**src/logic/obt_pkg.sv**
```systemverilog
// constants shared by the octal registered bus transceiver
package obt_pkg;

  localparam int DATA_W = 8;
  localparam int ADDR_W = 12;

  localparam logic [ADDR_W-1:0] CTRL_OFS   = 12'h000;
  localparam logic [ADDR_W-1:0] STATUS_OFS = 12'h004;
  localparam logic [ADDR_W-1:0] PINS_OFS   = 12'h008;

  localparam logic [1:0] REG_CTRL   = 2'h0;
  localparam logic [1:0] REG_STATUS = 2'h1;
  localparam logic [1:0] REG_PINS   = 2'h2;
  localparam logic [1:0] REG_NONE   = 2'h3;

  // control register fields
  localparam int CTRL_B_EN    = 0;
  localparam int CTRL_A_EN_N  = 1;
  localparam int CTRL_TO_BSEL = 2;
  localparam int CTRL_TO_ASEL = 3;
  localparam logic [3:0] CTRL_RST = 4'h2;

  // status register fields
  localparam int STAT_A_STORE = 0;
  localparam int STAT_B_STORE = 8;
  localparam int STAT_A_VALID = 16;
  localparam int STAT_B_VALID = 17;
  localparam int STAT_A_OE    = 18;
  localparam int STAT_B_OE    = 19;

  // pins register fields
  localparam int PINS_A = 0;
  localparam int PINS_B = 8;

  localparam logic [DATA_W-1:0] STORE_RST = 8'h00;

endpackage

```
**src/logic/obt_cap_if.sv**
```systemverilog
// link between the transceiver core and one storage register
`timescale 1ns/10ps
`default_nettype none
interface obt_cap_if;
  import obt_pkg::*;
  logic              clkLevel;
  logic [DATA_W-1:0] din;
  logic [DATA_W-1:0] q;
  logic              valid;
  logic              rise;
  modport owner (input clkLevel, input din, output q, output valid, output rise);
  modport user  (output clkLevel, output din, input q, input valid, input rise);
endinterface
`default_nettype wire

```
**src/logic/obt_sync3.sv**
```systemverilog
// three-stage pin synchroniser, a bit changes once stages two and three agree
`timescale 1ns/10ps
`default_nettype none
module obt_sync3 #(
  parameter int W = 1
) (
  input  wire logic         core_clk,
  input  wire logic         rst_n,
  input  wire logic [W-1:0] d,
  output var  logic [W-1:0] q
);
  logic [W-1:0] s1_q;
  logic [W-1:0] s2_q;
  logic [W-1:0] s3_q;

  always_ff @(posedge core_clk) begin
    if (!rst_n) begin
      s1_q <= '0;
      s2_q <= '0;
      s3_q <= '0;
      q    <= '0;
    end else begin
      s1_q <= d;
      s2_q <= s1_q;
      s3_q <= s2_q;
      // per bit: a one-cycle glitch never reaches q
      q    <= (s2_q & s3_q) | (q & (s2_q | s3_q));
    end
  end
endmodule
`default_nettype wire

```
**src/logic/obt_capture.sv**
```systemverilog
// one storage register, loaded on the rising edge of its capture clock level
`timescale 1ns/10ps
`default_nettype none
module obt_capture
  import obt_pkg::*;
(
  input  wire logic core_clk,
  input  wire logic rst_n,
  obt_cap_if.owner  cap
);
  logic prevLevel_q;

  // capture ignores selects and enables entirely
  assign cap.rise = cap.clkLevel & ~prevLevel_q;

  always_ff @(posedge core_clk) begin
    if (!rst_n) begin
      prevLevel_q <= 1'b0;
    end else begin
      prevLevel_q <= cap.clkLevel;
    end
  end

  // valid low stands for unknown contents until the first capture
  always_ff @(posedge core_clk) begin
    if (!rst_n) begin
      cap.q     <= STORE_RST;
      cap.valid <= 1'b0;
    end else if (cap.rise) begin
      cap.q     <= cap.din;
      cap.valid <= 1'b1;
    end
  end
endmodule
`default_nettype wire

```
**src/logic/obt_transceiver.sv**
```systemverilog
// octal registered bus transceiver with apb control and status
//
// The placing of the registers and the APB interface to the registers were decided locally.
`timescale 1ns/10ps
`default_nettype none
module obt_transceiver
  import obt_pkg::*;
(
  input  wire logic              core_clk,
  input  wire logic              rst_n,
  input  wire logic              psel,
  input  wire logic              penable,
  input  wire logic              pwrite,
  input  wire logic [ADDR_W-1:0] paddr,
  input  wire logic [31:0]       pwdata,
  output var  logic [31:0]       prdata,
  output var  logic              pready,
  output var  logic              pslverr,
  input  wire logic [DATA_W-1:0] aPortIn,
  output var  logic [DATA_W-1:0] aPortOut,
  output var  logic              aPortOe,
  input  wire logic [DATA_W-1:0] bPortIn,
  output var  logic [DATA_W-1:0] bPortOut,
  output var  logic              bPortOe,
  input  wire logic              aCaptureClock,
  input  wire logic              bCaptureClock
);

  function automatic logic [1:0] decodeReg(input logic [ADDR_W-1:0] addr);
    logic [1:0] idx;
    if (addr == CTRL_OFS) begin
      idx = REG_CTRL;
    end else if (addr == STATUS_OFS) begin
      idx = REG_STATUS;
    end else if (addr == PINS_OFS) begin
      idx = REG_PINS;
    end else begin
      idx = REG_NONE;
    end
    return idx;
  endfunction

  // inverting path: select high takes the stored word, low the live bus
  function automatic logic [DATA_W-1:0] pickData(
    input logic              sel,
    input logic [DATA_W-1:0] stored,
    input logic [DATA_W-1:0] live
  );
    return ~(sel ? stored : live);
  endfunction

  logic              bDrvEn_q;
  logic              aDrvEnN_q;
  logic              toBSel_q;
  logic              toASel_q;
  logic [DATA_W-1:0] aLive;
  logic [DATA_W-1:0] bLive;
  logic [1:0]        clkLevels;
  logic              apbAccess;
  logic              apbDone;
  logic [1:0]        regSel;
  logic [31:0]       readData;

  obt_cap_if aCap ();
  obt_cap_if bCap ();

  // ---------------- pins into the core clock domain
  obt_sync3 #(
    .W (DATA_W)
  ) aSyncU (
    .core_clk (core_clk),
    .rst_n    (rst_n),
    .d        (aPortIn),
    .q        (aLive)
  );

  obt_sync3 #(
    .W (DATA_W)
  ) bSyncU (
    .core_clk (core_clk),
    .rst_n    (rst_n),
    .d        (bPortIn),
    .q        (bLive)
  );

  // both capture clocks share one synchroniser so equal edges stay aligned
  obt_sync3 #(
    .W (2)
  ) clkSyncU (
    .core_clk (core_clk),
    .rst_n    (rst_n),
    .d        ({bCaptureClock, aCaptureClock}),
    .q        (clkLevels)
  );

  // ---------------- storage registers
  assign aCap.clkLevel = clkLevels[0];
  assign bCap.clkLevel = clkLevels[1];
  // a driven port is captured from our own drive, not the resynchronised pin,
  // so the stored word matches the driven word without pin latency
  assign aCap.din = aPortOe ? aPortOut : aLive;
  assign bCap.din = bPortOe ? bPortOut : bLive;

  obt_capture aCapU (
    .core_clk (core_clk),
    .rst_n    (rst_n),
    .cap      (aCap.owner)
  );

  obt_capture bCapU (
    .core_clk (core_clk),
    .rst_n    (rst_n),
    .cap      (bCap.owner)
  );

  // ---------------- apb slave, one wait state on every access
  assign apbAccess = psel & penable;
  assign apbDone   = apbAccess & pready;
  assign regSel    = decodeReg(paddr);

  always_comb begin
    readData = 32'h0000_0000;
    if (regSel == REG_CTRL) begin
      readData[CTRL_B_EN]    = bDrvEn_q;
      readData[CTRL_A_EN_N]  = aDrvEnN_q;
      readData[CTRL_TO_BSEL] = toBSel_q;
      readData[CTRL_TO_ASEL] = toASel_q;
    end else if (regSel == REG_STATUS) begin
      readData[STAT_A_STORE +: DATA_W] = aCap.q;
      readData[STAT_B_STORE +: DATA_W] = bCap.q;
      readData[STAT_A_VALID]           = aCap.valid;
      readData[STAT_B_VALID]           = bCap.valid;
      readData[STAT_A_OE]              = aPortOe;
      readData[STAT_B_OE]              = bPortOe;
    end else if (regSel == REG_PINS) begin
      readData[PINS_A +: DATA_W] = aLive;
      readData[PINS_B +: DATA_W] = bLive;
    end
  end

  always_ff @(posedge core_clk) begin
    if (!rst_n) begin
      pready <= 1'b0;
    end else begin
      pready <= apbAccess & ~pready;
    end
  end

  always_ff @(posedge core_clk) begin
    if (!rst_n) begin
      prdata  <= 32'h0000_0000;
      pslverr <= 1'b0;
    end else if (apbAccess && !pready) begin
      prdata  <= pwrite ? 32'h0000_0000 : readData;
      pslverr <= (regSel == REG_NONE);
    end else begin
      // the answer stands for the pready cycle only, then returns to zero
      prdata  <= 32'h0000_0000;
      pslverr <= 1'b0;
    end
  end

  // control word; reset leaves both ports floating
  always_ff @(posedge core_clk) begin
    if (!rst_n) begin
      bDrvEn_q  <= CTRL_RST[CTRL_B_EN];
      aDrvEnN_q <= CTRL_RST[CTRL_A_EN_N];
      toBSel_q  <= CTRL_RST[CTRL_TO_BSEL];
      toASel_q  <= CTRL_RST[CTRL_TO_ASEL];
    end else if (apbDone && pwrite && regSel == REG_CTRL) begin
      bDrvEn_q  <= pwdata[CTRL_B_EN];
      aDrvEnN_q <= pwdata[CTRL_A_EN_N];
      toBSel_q  <= pwdata[CTRL_TO_BSEL];
      toASel_q  <= pwdata[CTRL_TO_ASEL];
    end
  end

  // ---------------- port drivers
  always_ff @(posedge core_clk) begin
    if (!rst_n) begin
      bPortOe  <= 1'b0;
      bPortOut <= STORE_RST;
    end else begin
      bPortOe  <= bDrvEn_q;
      bPortOut <= pickData(toBSel_q, aCap.q, aLive);
    end
  end

  always_ff @(posedge core_clk) begin
    if (!rst_n) begin
      aPortOe  <= 1'b0;
      aPortOut <= STORE_RST;
    end else begin
      aPortOe  <= ~aDrvEnN_q;
      aPortOut <= pickData(toASel_q, bCap.q, bLive);
    end
  end

  logic bothLive;
  assign bothLive = bDrvEn_q & ~aDrvEnN_q & ~toBSel_q & ~toASel_q;
endmodule
`default_nettype wire

```
**config.mk**
```make
export PLATFORM = sky130hd
export DESIGN_NAME = obt_transceiver
export DESIGN_NICKNAME = d
export VERILOG_FILES = /design/src/logic/obt_pkg.sv /design/src/logic/obt_cap_if.sv /design/src/logic/obt_sync3.sv /design/src/logic/obt_capture.sv /design/src/logic/obt_transceiver.sv
export SDC_FILE = /design/constraint.sdc
export NUM_CORES = 1
export LEC_CHECK = 0
export ABC_AREA = 1
export BUFFER_PORTS_ARGS = -buffer_cell sky130_fd_sc_hd__buf_2
export CAP_MARGIN = 15
export CORE_MARGIN = 4
export CORE_UTILIZATION = 56
export CTS_BUF_LIST = sky130_fd_sc_hd__clkbuf_4 sky130_fd_sc_hd__clkbuf_8 sky130_fd_sc_hd__clkbuf_16
export CTS_CLUSTER_SIZE = 8
export DETAILED_ROUTE_END_ITERATION = 8
export HOLD_SLACK_MARGIN = 0.15
export PLACE_DENSITY = 0.84
export SLEW_MARGIN = 10
export SYNTH_ARGS = -nofsm -noshare
export SYNTH_HDL_FRONTEND = slang
export SYNTH_SLANG_ARGS = --single-unit
```
**constraint.sdc**
```tcl
create_clock -name core_clk -period 2.6 [get_ports core_clk]
set_clock_uncertainty 0.15 [all_clocks]
set_input_delay 0.52 -clock core_clk [delete_from_list [all_inputs] [get_ports core_clk]]
set_output_delay 0.52 -clock core_clk [all_outputs]
set_load 0.01 [all_outputs]
```
======== Word-level counts from Yosys, hierarchy flattened ========
Cells that the tools add are included.
operators by class
  muxes and demuxes ....................... 10
  eq/ne operators ......................... 5
  reduce and logical (&&, ||, !) cells .... 10
  bitwise logic cells ..................... 26
operators by type and width
  kind                                                                    count
  8-bit AND                                                               4
  16-bit 2-to-1 mux                                                       2
  8-bit 2-to-1 mux                                                        4
  8-bit OR                                                                4
  8-bit inverter                                                          2
  12-bit by 3-bit equality test with 1-bit output, second input constant  1
  12-bit by 4-bit equality test with 1-bit output, second input constant  1
  12-bit zero test                                                        1
  1-bit inverter                                                          7
  1-bit AND                                                               5
  5-bit OR reduction                                                      1
  2-bit AND                                                               2
  2-bit equality test, second input constant                              2
  2-bit 2-to-1 mux                                                        2
  4-bit 2-to-1 mux                                                        1
  2-bit OR                                                                2
  4-bit OR reduction                                                      1
  1-bit logical AND                                                       3
  3-bit OR reduction                                                      1
  2-bit by 1-bit equality test with 1-bit output, second input constant   1
  2-bit zero test                                                         1
  2-bit AND reduction                                                     1
  1-bit zero test                                                         1
  1-bit 2-to-1 mux                                                        1
word-level totals
  register bits ........................... 148
  output and inout port bits .............. 52

======== Depth between registers and ports, before layout ========
Gate-level depths: netlist of run 1.
  word-level depth ........................ 8
  mapped depth ............................ 9

======== Cells and area by module ========
A second synthesis of run 1 with hierarchy kept.
unflattened totals
  cell total of the unflattened synthesis .. 631
  area total of the unflattened synthesis .. 5052.3 um2
modules (own cells, without submodules)
  module                  cells an instance  area an instance (um2)  instances  sequential area each (um2)
  obt_transceiver         271                1996.9                  1          880.8
  obt_sync3 (aSyncU ...)  107                979.7                   2          640.6
  obt_capture             60                 431.7                   2          200.2
  obt_sync3 (clkSyncU)    26                 232.7                   1          160.2

======== Worst setup path before layout of run 1 ========
Ideal clock, no wire load.
  kind .................................... input to register
  from .................................... input paddr[1]
  to ...................................... register prdata[4]
  slack ................................... 1.003 ns
  stages .................................. 9
  path buffers ............................ 1
  data required time ...................... 2.337 ns
  arrival time ............................ 1.335 ns
  cells stage by stage .................... nor2_2 nand2_2 nor2_8 nand2_4 nand2_4 nor2_4 buf_6 nand2_1 nand2_1
between the ends
  longest elaborated chain between the ends .. 7
ends and longest elaborated chain
  element                                          RTL line                source
  from (decl)                                      obt_transceiver.sv:14   input wire logic [ADDR_W-1:0] paddr,
  12-bit by 4-bit equality test with 1-bit output  obt_transceiver.sv:35   end else if (addr == PINS_OFS) begin
  1-bit 2-to-1 mux                                 obt_transceiver.sv:35
  2-bit 2-to-1 mux                                 obt_transceiver.sv:33   end else if (addr == STATUS_OFS) begin
  2-bit 2-to-1 mux *                               obt_transceiver.sv:31   if (addr == CTRL_OFS) begin
  2-bit equality test                              obt_transceiver.sv:135  end else if (regSel == REG_PINS) begin
  16-bit 2-to-1 mux                                obt_transceiver.sv:135
  16-bit 2-to-1 mux                                obt_transceiver.sv:128  end else if (regSel == REG_STATUS) begin
  to (signal assigned)                             obt_transceiver.sv:154  prdata <= pwrite ? 32'h0000_0000 : readData;
  to (decl)                                        obt_transceiver.sv:16   output var logic [31:0] prdata,
Every way passes the cells marked *; elsewhere a longest branch is shown, timed or not.
A chain may end at the register's enable or synchronous reset.

======== Final worst setup path of run 1 ========
  from .................................... register bPortOe
  to ...................................... output bPortOe
RTL lines
  element                 RTL line                source
  from (decl)             obt_transceiver.sv:24   output var logic bPortOe,
  from (signal assigned)  obt_transceiver.sv:184  bPortOe <= bDrvEn_q;
No word-level cell between the ends.

==> results_dict.tcl, run 1 <==
set metrics [dict create \
    synth_top_area_share 0.568 \
    vias_per_cell 5.12 \
    io_buffers 78 \
    remaining_drc_errors 0 \
    finalCriticalPeriod_ns 2.02 \
    seq_area_frac_synth 0.568 \
    ys_ff_latch 136 \
    grt_overflow_total 0 \
    yosys-top-cells-count "nand2_1 (156), dfxtp_1 (136), inv_1 (82)" \
    nFillCells 592 \
    drt-total-wl_mm 11.1 \
    grt_pass1_vias 3983 \
    ir_drop_mv 0.523 \
    yosysWarnings 0 \
    core_region_area_um2 8260 \
    dieWidth_um 101 \
    synth_top_flop_cell "dfxtp_1" \
    crit_type "reg -> out" \
    antenna_found_initial 0 \
    run_status "finished clean" \
    drtIter0Drc 324 \
    worst_setup_path_end_kind "output pin" \
    drv_slew 0 \
    register_area_um2 2720 \
    cp.arrival_ns 1.35 \
    netlist_top_cells_area "dfxtp_1 (57%), nand2_1 (12%), inv_1 (6.4%)" \
    dp_hpwl_mm 7.16 \
    dp_cells 760 \
    drive_above_1_share 0.180 \
    rsz0062_at_grt "no" \
    cts_tree "built" \
    io_pins 119 \
    via_count 4161 \
    synth-edff-count 0 \
    start_kind "register" \
    floorplan.initialDensity 0.581 \
    drv_cap 0 \
    num_rows 33 \
    numCtsBuffers 17 \
    yosys.cell_types.count 27 \
    syn-cell-area_um2 4800 \
    postRouteAntennaNets 0 \
    power.density_nw_per_um2 758 \
    syn_avg_cell_area_um2 8.05 \
    syn_to_final_growth_pct 24.5 \
    synth_cells 596 \
    multi_input_area_um2 1590 \
    grt_pass1_wl_mm 18.2 \
    yosysMostFrequentCell "nand2_1" \
    setup-tns-final_ns 0 \
    die_height_um 101 \
    async_flop_share 0 \
    cp_num_buf_inv 1 \
    setup_viol 0 \
    clock_tree.root_cell "clkbuf_8" \
    dr.pass1.iters 5 \
    nets 763 \
    htree_levels 4 \
    finalHoldViolations 0 \
    wl_per_cell_um 13.7 \
    cp_top_family "flip-flops" \
    clock_path_buffers 2 \
    fmax_mhz 495 \
    cp_cell_sequence "buf_2" \
    final_cells 812 \
    finalCritPeriodShare 0.777 \
    worst_path_max_delay_cell "dfxtp_1" \
    p_leak_nw 3.11 \
    path_max_fanout 10 \
    slowest_delay_ns 0.61 \
    grt_max_degree 112 \
    clkTransAtPathRegs_ns 0.06 \
    antenna_cells 0 \
    clock_sinks 136 \
    insertion_delay_ns 0.52 \
    critPathRequiredTime_ns 1.93 \
    yosysTopAreaCell "dfxtp_1" \
    die-area_um2 10100 \
    hold_class "in -> reg" \
    gp_congestion 0.864 \
    track_usage 0.230 \
]
-- worst reg2reg max path, delay by kind of cell (launching register included) --
kind            cells  cell delay [ns]
simple gates        1             0.31
flops               1             0.36
compound gates      2             0.32
buf+inv             2             0.44
-- report_power, final --
group | total (mW) | switching [mW] | internal, mW
logic | 0.181 | 0.100 | 0.0812
clock network | 2.18 | 0.823 | 1.36
registers | 2.16 | 0.0268 | 2.14
-- layout make-up --
cell class / instances / share of cell area
Clock buffer: 22 / 0.0798
Timing Repair Buffer: 104 / 0.109
Multi-Input combinational cell: 349 / 0.266
Clock inverter: 8 / 0.0121
Tap cell: 105 / 0.0220
Sequential cell: 136 / 0.456
Inverter: 88 / 0.0553
-- cells in the final DEF (no fill, tap or decap), drive strengths merged --
cell type | Yosys | routed
nor2 | 46 | 46
o21bai | 1 | 1
nand2 | 161 | 161
clkinv | 5 | 9
bufinv | 0 | 1
clkinvlp | 0 | 3
o21ai | 34 | 34
nand4 | 15 | 15
a21oi | 51 | 51
dfxtp | 136 | 136
nor3 | 3 | 3
inv | 83 | 83
nand3 | 18 | 18
clkbuf | 9 | 22
dlygate4sd3 | 0 | 22
a31oi | 8 | 8
buf | 25 | 82
conb | 1 | 12
-- stage by stage --
stage	total power [mW]	area [um2]	hold WS [ns]	utilization	setup slack [ns]
global route	4.67	5970	0.186	0.723	0.556
detailed placement	2.36	5200	0.246	0.630	0.484
global placement	2.35	5200	0.242	0.630	0.541
CTS	4.54	5970	0.174	0.723	0.595
floorplan	2.30	4840	0.240	-	1.00
finish	4.53	5970	0.180	0.723	0.579
-- registers in the layout, indices dropped and copies added (netlist names), 8 cells and up --
signal and flops:
aCapU.cap.q 8, bPortOut 8, bCapU.cap.q 8, aSyncU.s1_q 8, aPortOut 8, aSyncU.q 8
aSyncU.s3_q 8, bSyncU.q 8, bSyncU.s3_q 8, aSyncU.s2_q 8, bSyncU.s2_q 8, bSyncU.s1_q 8
prdata 20
-- worst paths after layout --
check                 start        endpoint  slack [ns]  cells after the start
max                 bPortOe         bPortOe        0.58                      1
min                 penable          pready        0.18                      3
max reg2reg   clkSyncU.q[0]  aCapU.cap.q[1]        0.90                      5
min reg2reg  bSyncU.s1_q[5]  bSyncU.s2_q[5]        0.26                      2
-- what timing repair did --
| item | CTS | global route |
|---|---|---|
| hold buffers | 22 | 0 |
| gates resized for setup | 0 | 0 |
| buffers inserted | 0 | 0 |
| hold endpoints to repair | 22 | 0 |
-- cells by family after synthesis --
logic type	count (synthesis)	synth area share
other cells	1	0.000782
simple gates	243	0.221
compound gates	94	0.101
flops	136	0.568
buf+inv	122	0.110
-- layer usage --
metal	vias up	global-route usage	routed length (um)
li1	2029	-	-
met1	1895	0.258	4140
met2	200	0.394	5660
met3	37	0.0768	1010
met4	0	0.104	307
met5	-	0	0
Note: power is estimated with default switching activity, not from simulation.
==> run 2, diff against run 1 <==
Settings changed: CORE_UTILIZATION 56 to 52, PLACE_DENSITY 0.84 to 0.79.
Clock period 2.6 ns to 2.1 ns, I/O delays scaled along.
==> run 2 against run 1 <==
Non-clock buffer count up 10. Sequential power is 24% higher. Highest routed layer unchanged. Hold slack got worse by 0.015 ns. Core utilization decreased by 3.5 points. Largest power group unchanged. Combinational power is 28% higher. Critical endpoint is now prdata[18]. Routed wire length grew 2.4%. Via count is essentially flat.
==> results_dict.tcl, run 2 (synthesis results as in run 1) <==
set metrics [dict create \
    run_status "finished clean" \
    power.density_nw_per_um2 946 \
    nFillCells 679 \
    drtIter0Drc 325 \
    drv_slew 0 \
    cp.arrival_ns 2.11 \
    drive_above_1_share 0.188 \
    cts_tree "built" \
    remaining_drc_errors 0 \
    antenna_cells 0 \
    cts_resized 0 \
    top_register "prdata" \
    post-cts-setup-buffers 0 \
    grt_max_degree 112 \
    vias_per_cell 5.04 \
    insertion_delay_ns 0.51 \
    clock_path_buffers 2 \
    postRouteAntennaNets 0 \
    nets 773 \
    clock_tree.root_cell "clkbuf_8" \
    clkTransAtPathRegs_ns 0.06 \
    crit_type "in -> reg" \
    via_count 4164 \
    ir_drop_mv 0.510 \
    htree_levels 4 \
    die_height_um 104 \
    p_leak_nw 3.17 \
    io_pins 119 \
    dr.pass1.iters 6 \
    die-area_um2 10800 \
    grt_pass1_vias 4110 \
    floorplan.initialDensity 0.542 \
    hold_class "in -> reg" \
    setup-tns-final_ns 0 \
    track_usage 0.216 \
    rsz0062_at_grt "no" \
    grt_pass1_wl_mm 18.9 \
    start_kind "input port" \
    numCtsBuffers 17 \
    dp_hpwl_mm 7.02 \
    drv_cap 0 \
    post-route-util 0.688 \
    syn_to_final_growth_pct 27.0 \
    finalHoldViolations 0 \
    grt_overflow_total 0 \
    finalCriticalPeriod_ns 1.86 \
    worst_setup_path_end_kind "register" \
    antenna_found_initial 0 \
    largest_reg_flops 20 \
    mostFrequentLayoutCells "nand2_1 (156), dfxtp_1 (136), inv_1 (82)" \
    drt-total-wl_mm 11.4 \
    setup_viol 0 \
    core_region_area_um2 8850 \
    gp_congestion 0.863 \
    wl_per_cell_um 13.8 \
    critPathRequiredTime_ns 2.35 \
    finalCritPeriodShare 0.887 \
    io_buffers 78 \
    clock_sinks 136 \
    num_rows 34 \
    fmax_mhz 537 \
    layout_commonest_cell "nand2_1" \
    dieWidth_um 104 \
    path_max_fanout 18 \
]
[run 2: changes by cell type in the layout (fill, tap and decap cells not counted)]
cell           change
clkbuf_8           -3
clkinv_2           -2
bufinv_16          +1
inv_6              +4
clkinv_4           +1
clkinvlp_4         +1
buf_4              +6
dlygate4sd3_1      +4
[run 2: power breakdown]
group          switching (mW)  internal [mW]  total [mW]
sequential             0.0329           2.64        2.68
combinational           0.126          0.105       0.232
clock                    1.11           1.74        2.85
[run 2: metrics by stage]
step	setup slack (ns)	power, mW	hold WS [ns]	cells	cell area (um2)
after global placement	0.242	2.91	0.243	769	5250
after global routing	0.133	5.95	0.184	827	6090
after detailed placement	0.202	2.92	0.246	769	5250
after CTS	0.272	5.79	0.150	827	6090
final	0.237	5.76	0.165	827	6090
after floorplan	0.603	2.85	0.240	607	4840
[run 2: worst max-delay path, stage by stage]
cell and delay, ns:
dlygate4sd3_1 0.54, buf_2 0.13, nor2_2 0.15, nand2_2 0.13, nor2_8 0.17, nand2_4 0.20
nand2_4 0.13, nor2_4 0.08, inv_1 0.12, nor2_1 0.05
[run 2: area by class of cell]
class                           instances  area, um2  share of cell area
Clock buffer                           19        435              0.0715
Tap cell                              108        135              0.0222
Clock inverter                         13        144              0.0236
Multi-Input combinational cell        349       1590               0.260
Timing Repair Buffer                  114        738               0.121
Sequential cell                       136       2720               0.447
Inverter                               88        330              0.0542
[run 2: repair_timing]
action | CTS | global route
setup endpoints to repair | 0 | 0
hold endpoints to repair | 25 | 0
hold buffers | 26 | 0
[run 2: final timing paths]
check                  from              to  slack, ns  depth (start not counted)
min                  pwrite      prdata[14]       0.16                          6
min reg2reg  aSyncU.s1_q[2]  aSyncU.s2_q[2]       0.26                          2
max                paddr[0]      prdata[18]       0.24                         10
max reg2reg          pready         pslverr       0.59                          4
[run 2: per-layer routing]
layer,vias to the layer above,GRT usage,routed length [um]
met5,-,0,0
met4,0,0.114,489
met3,47,0.0596,816
met2,177,0.366,5640
met1,1884,0.249,4430
li1,2056,-,-
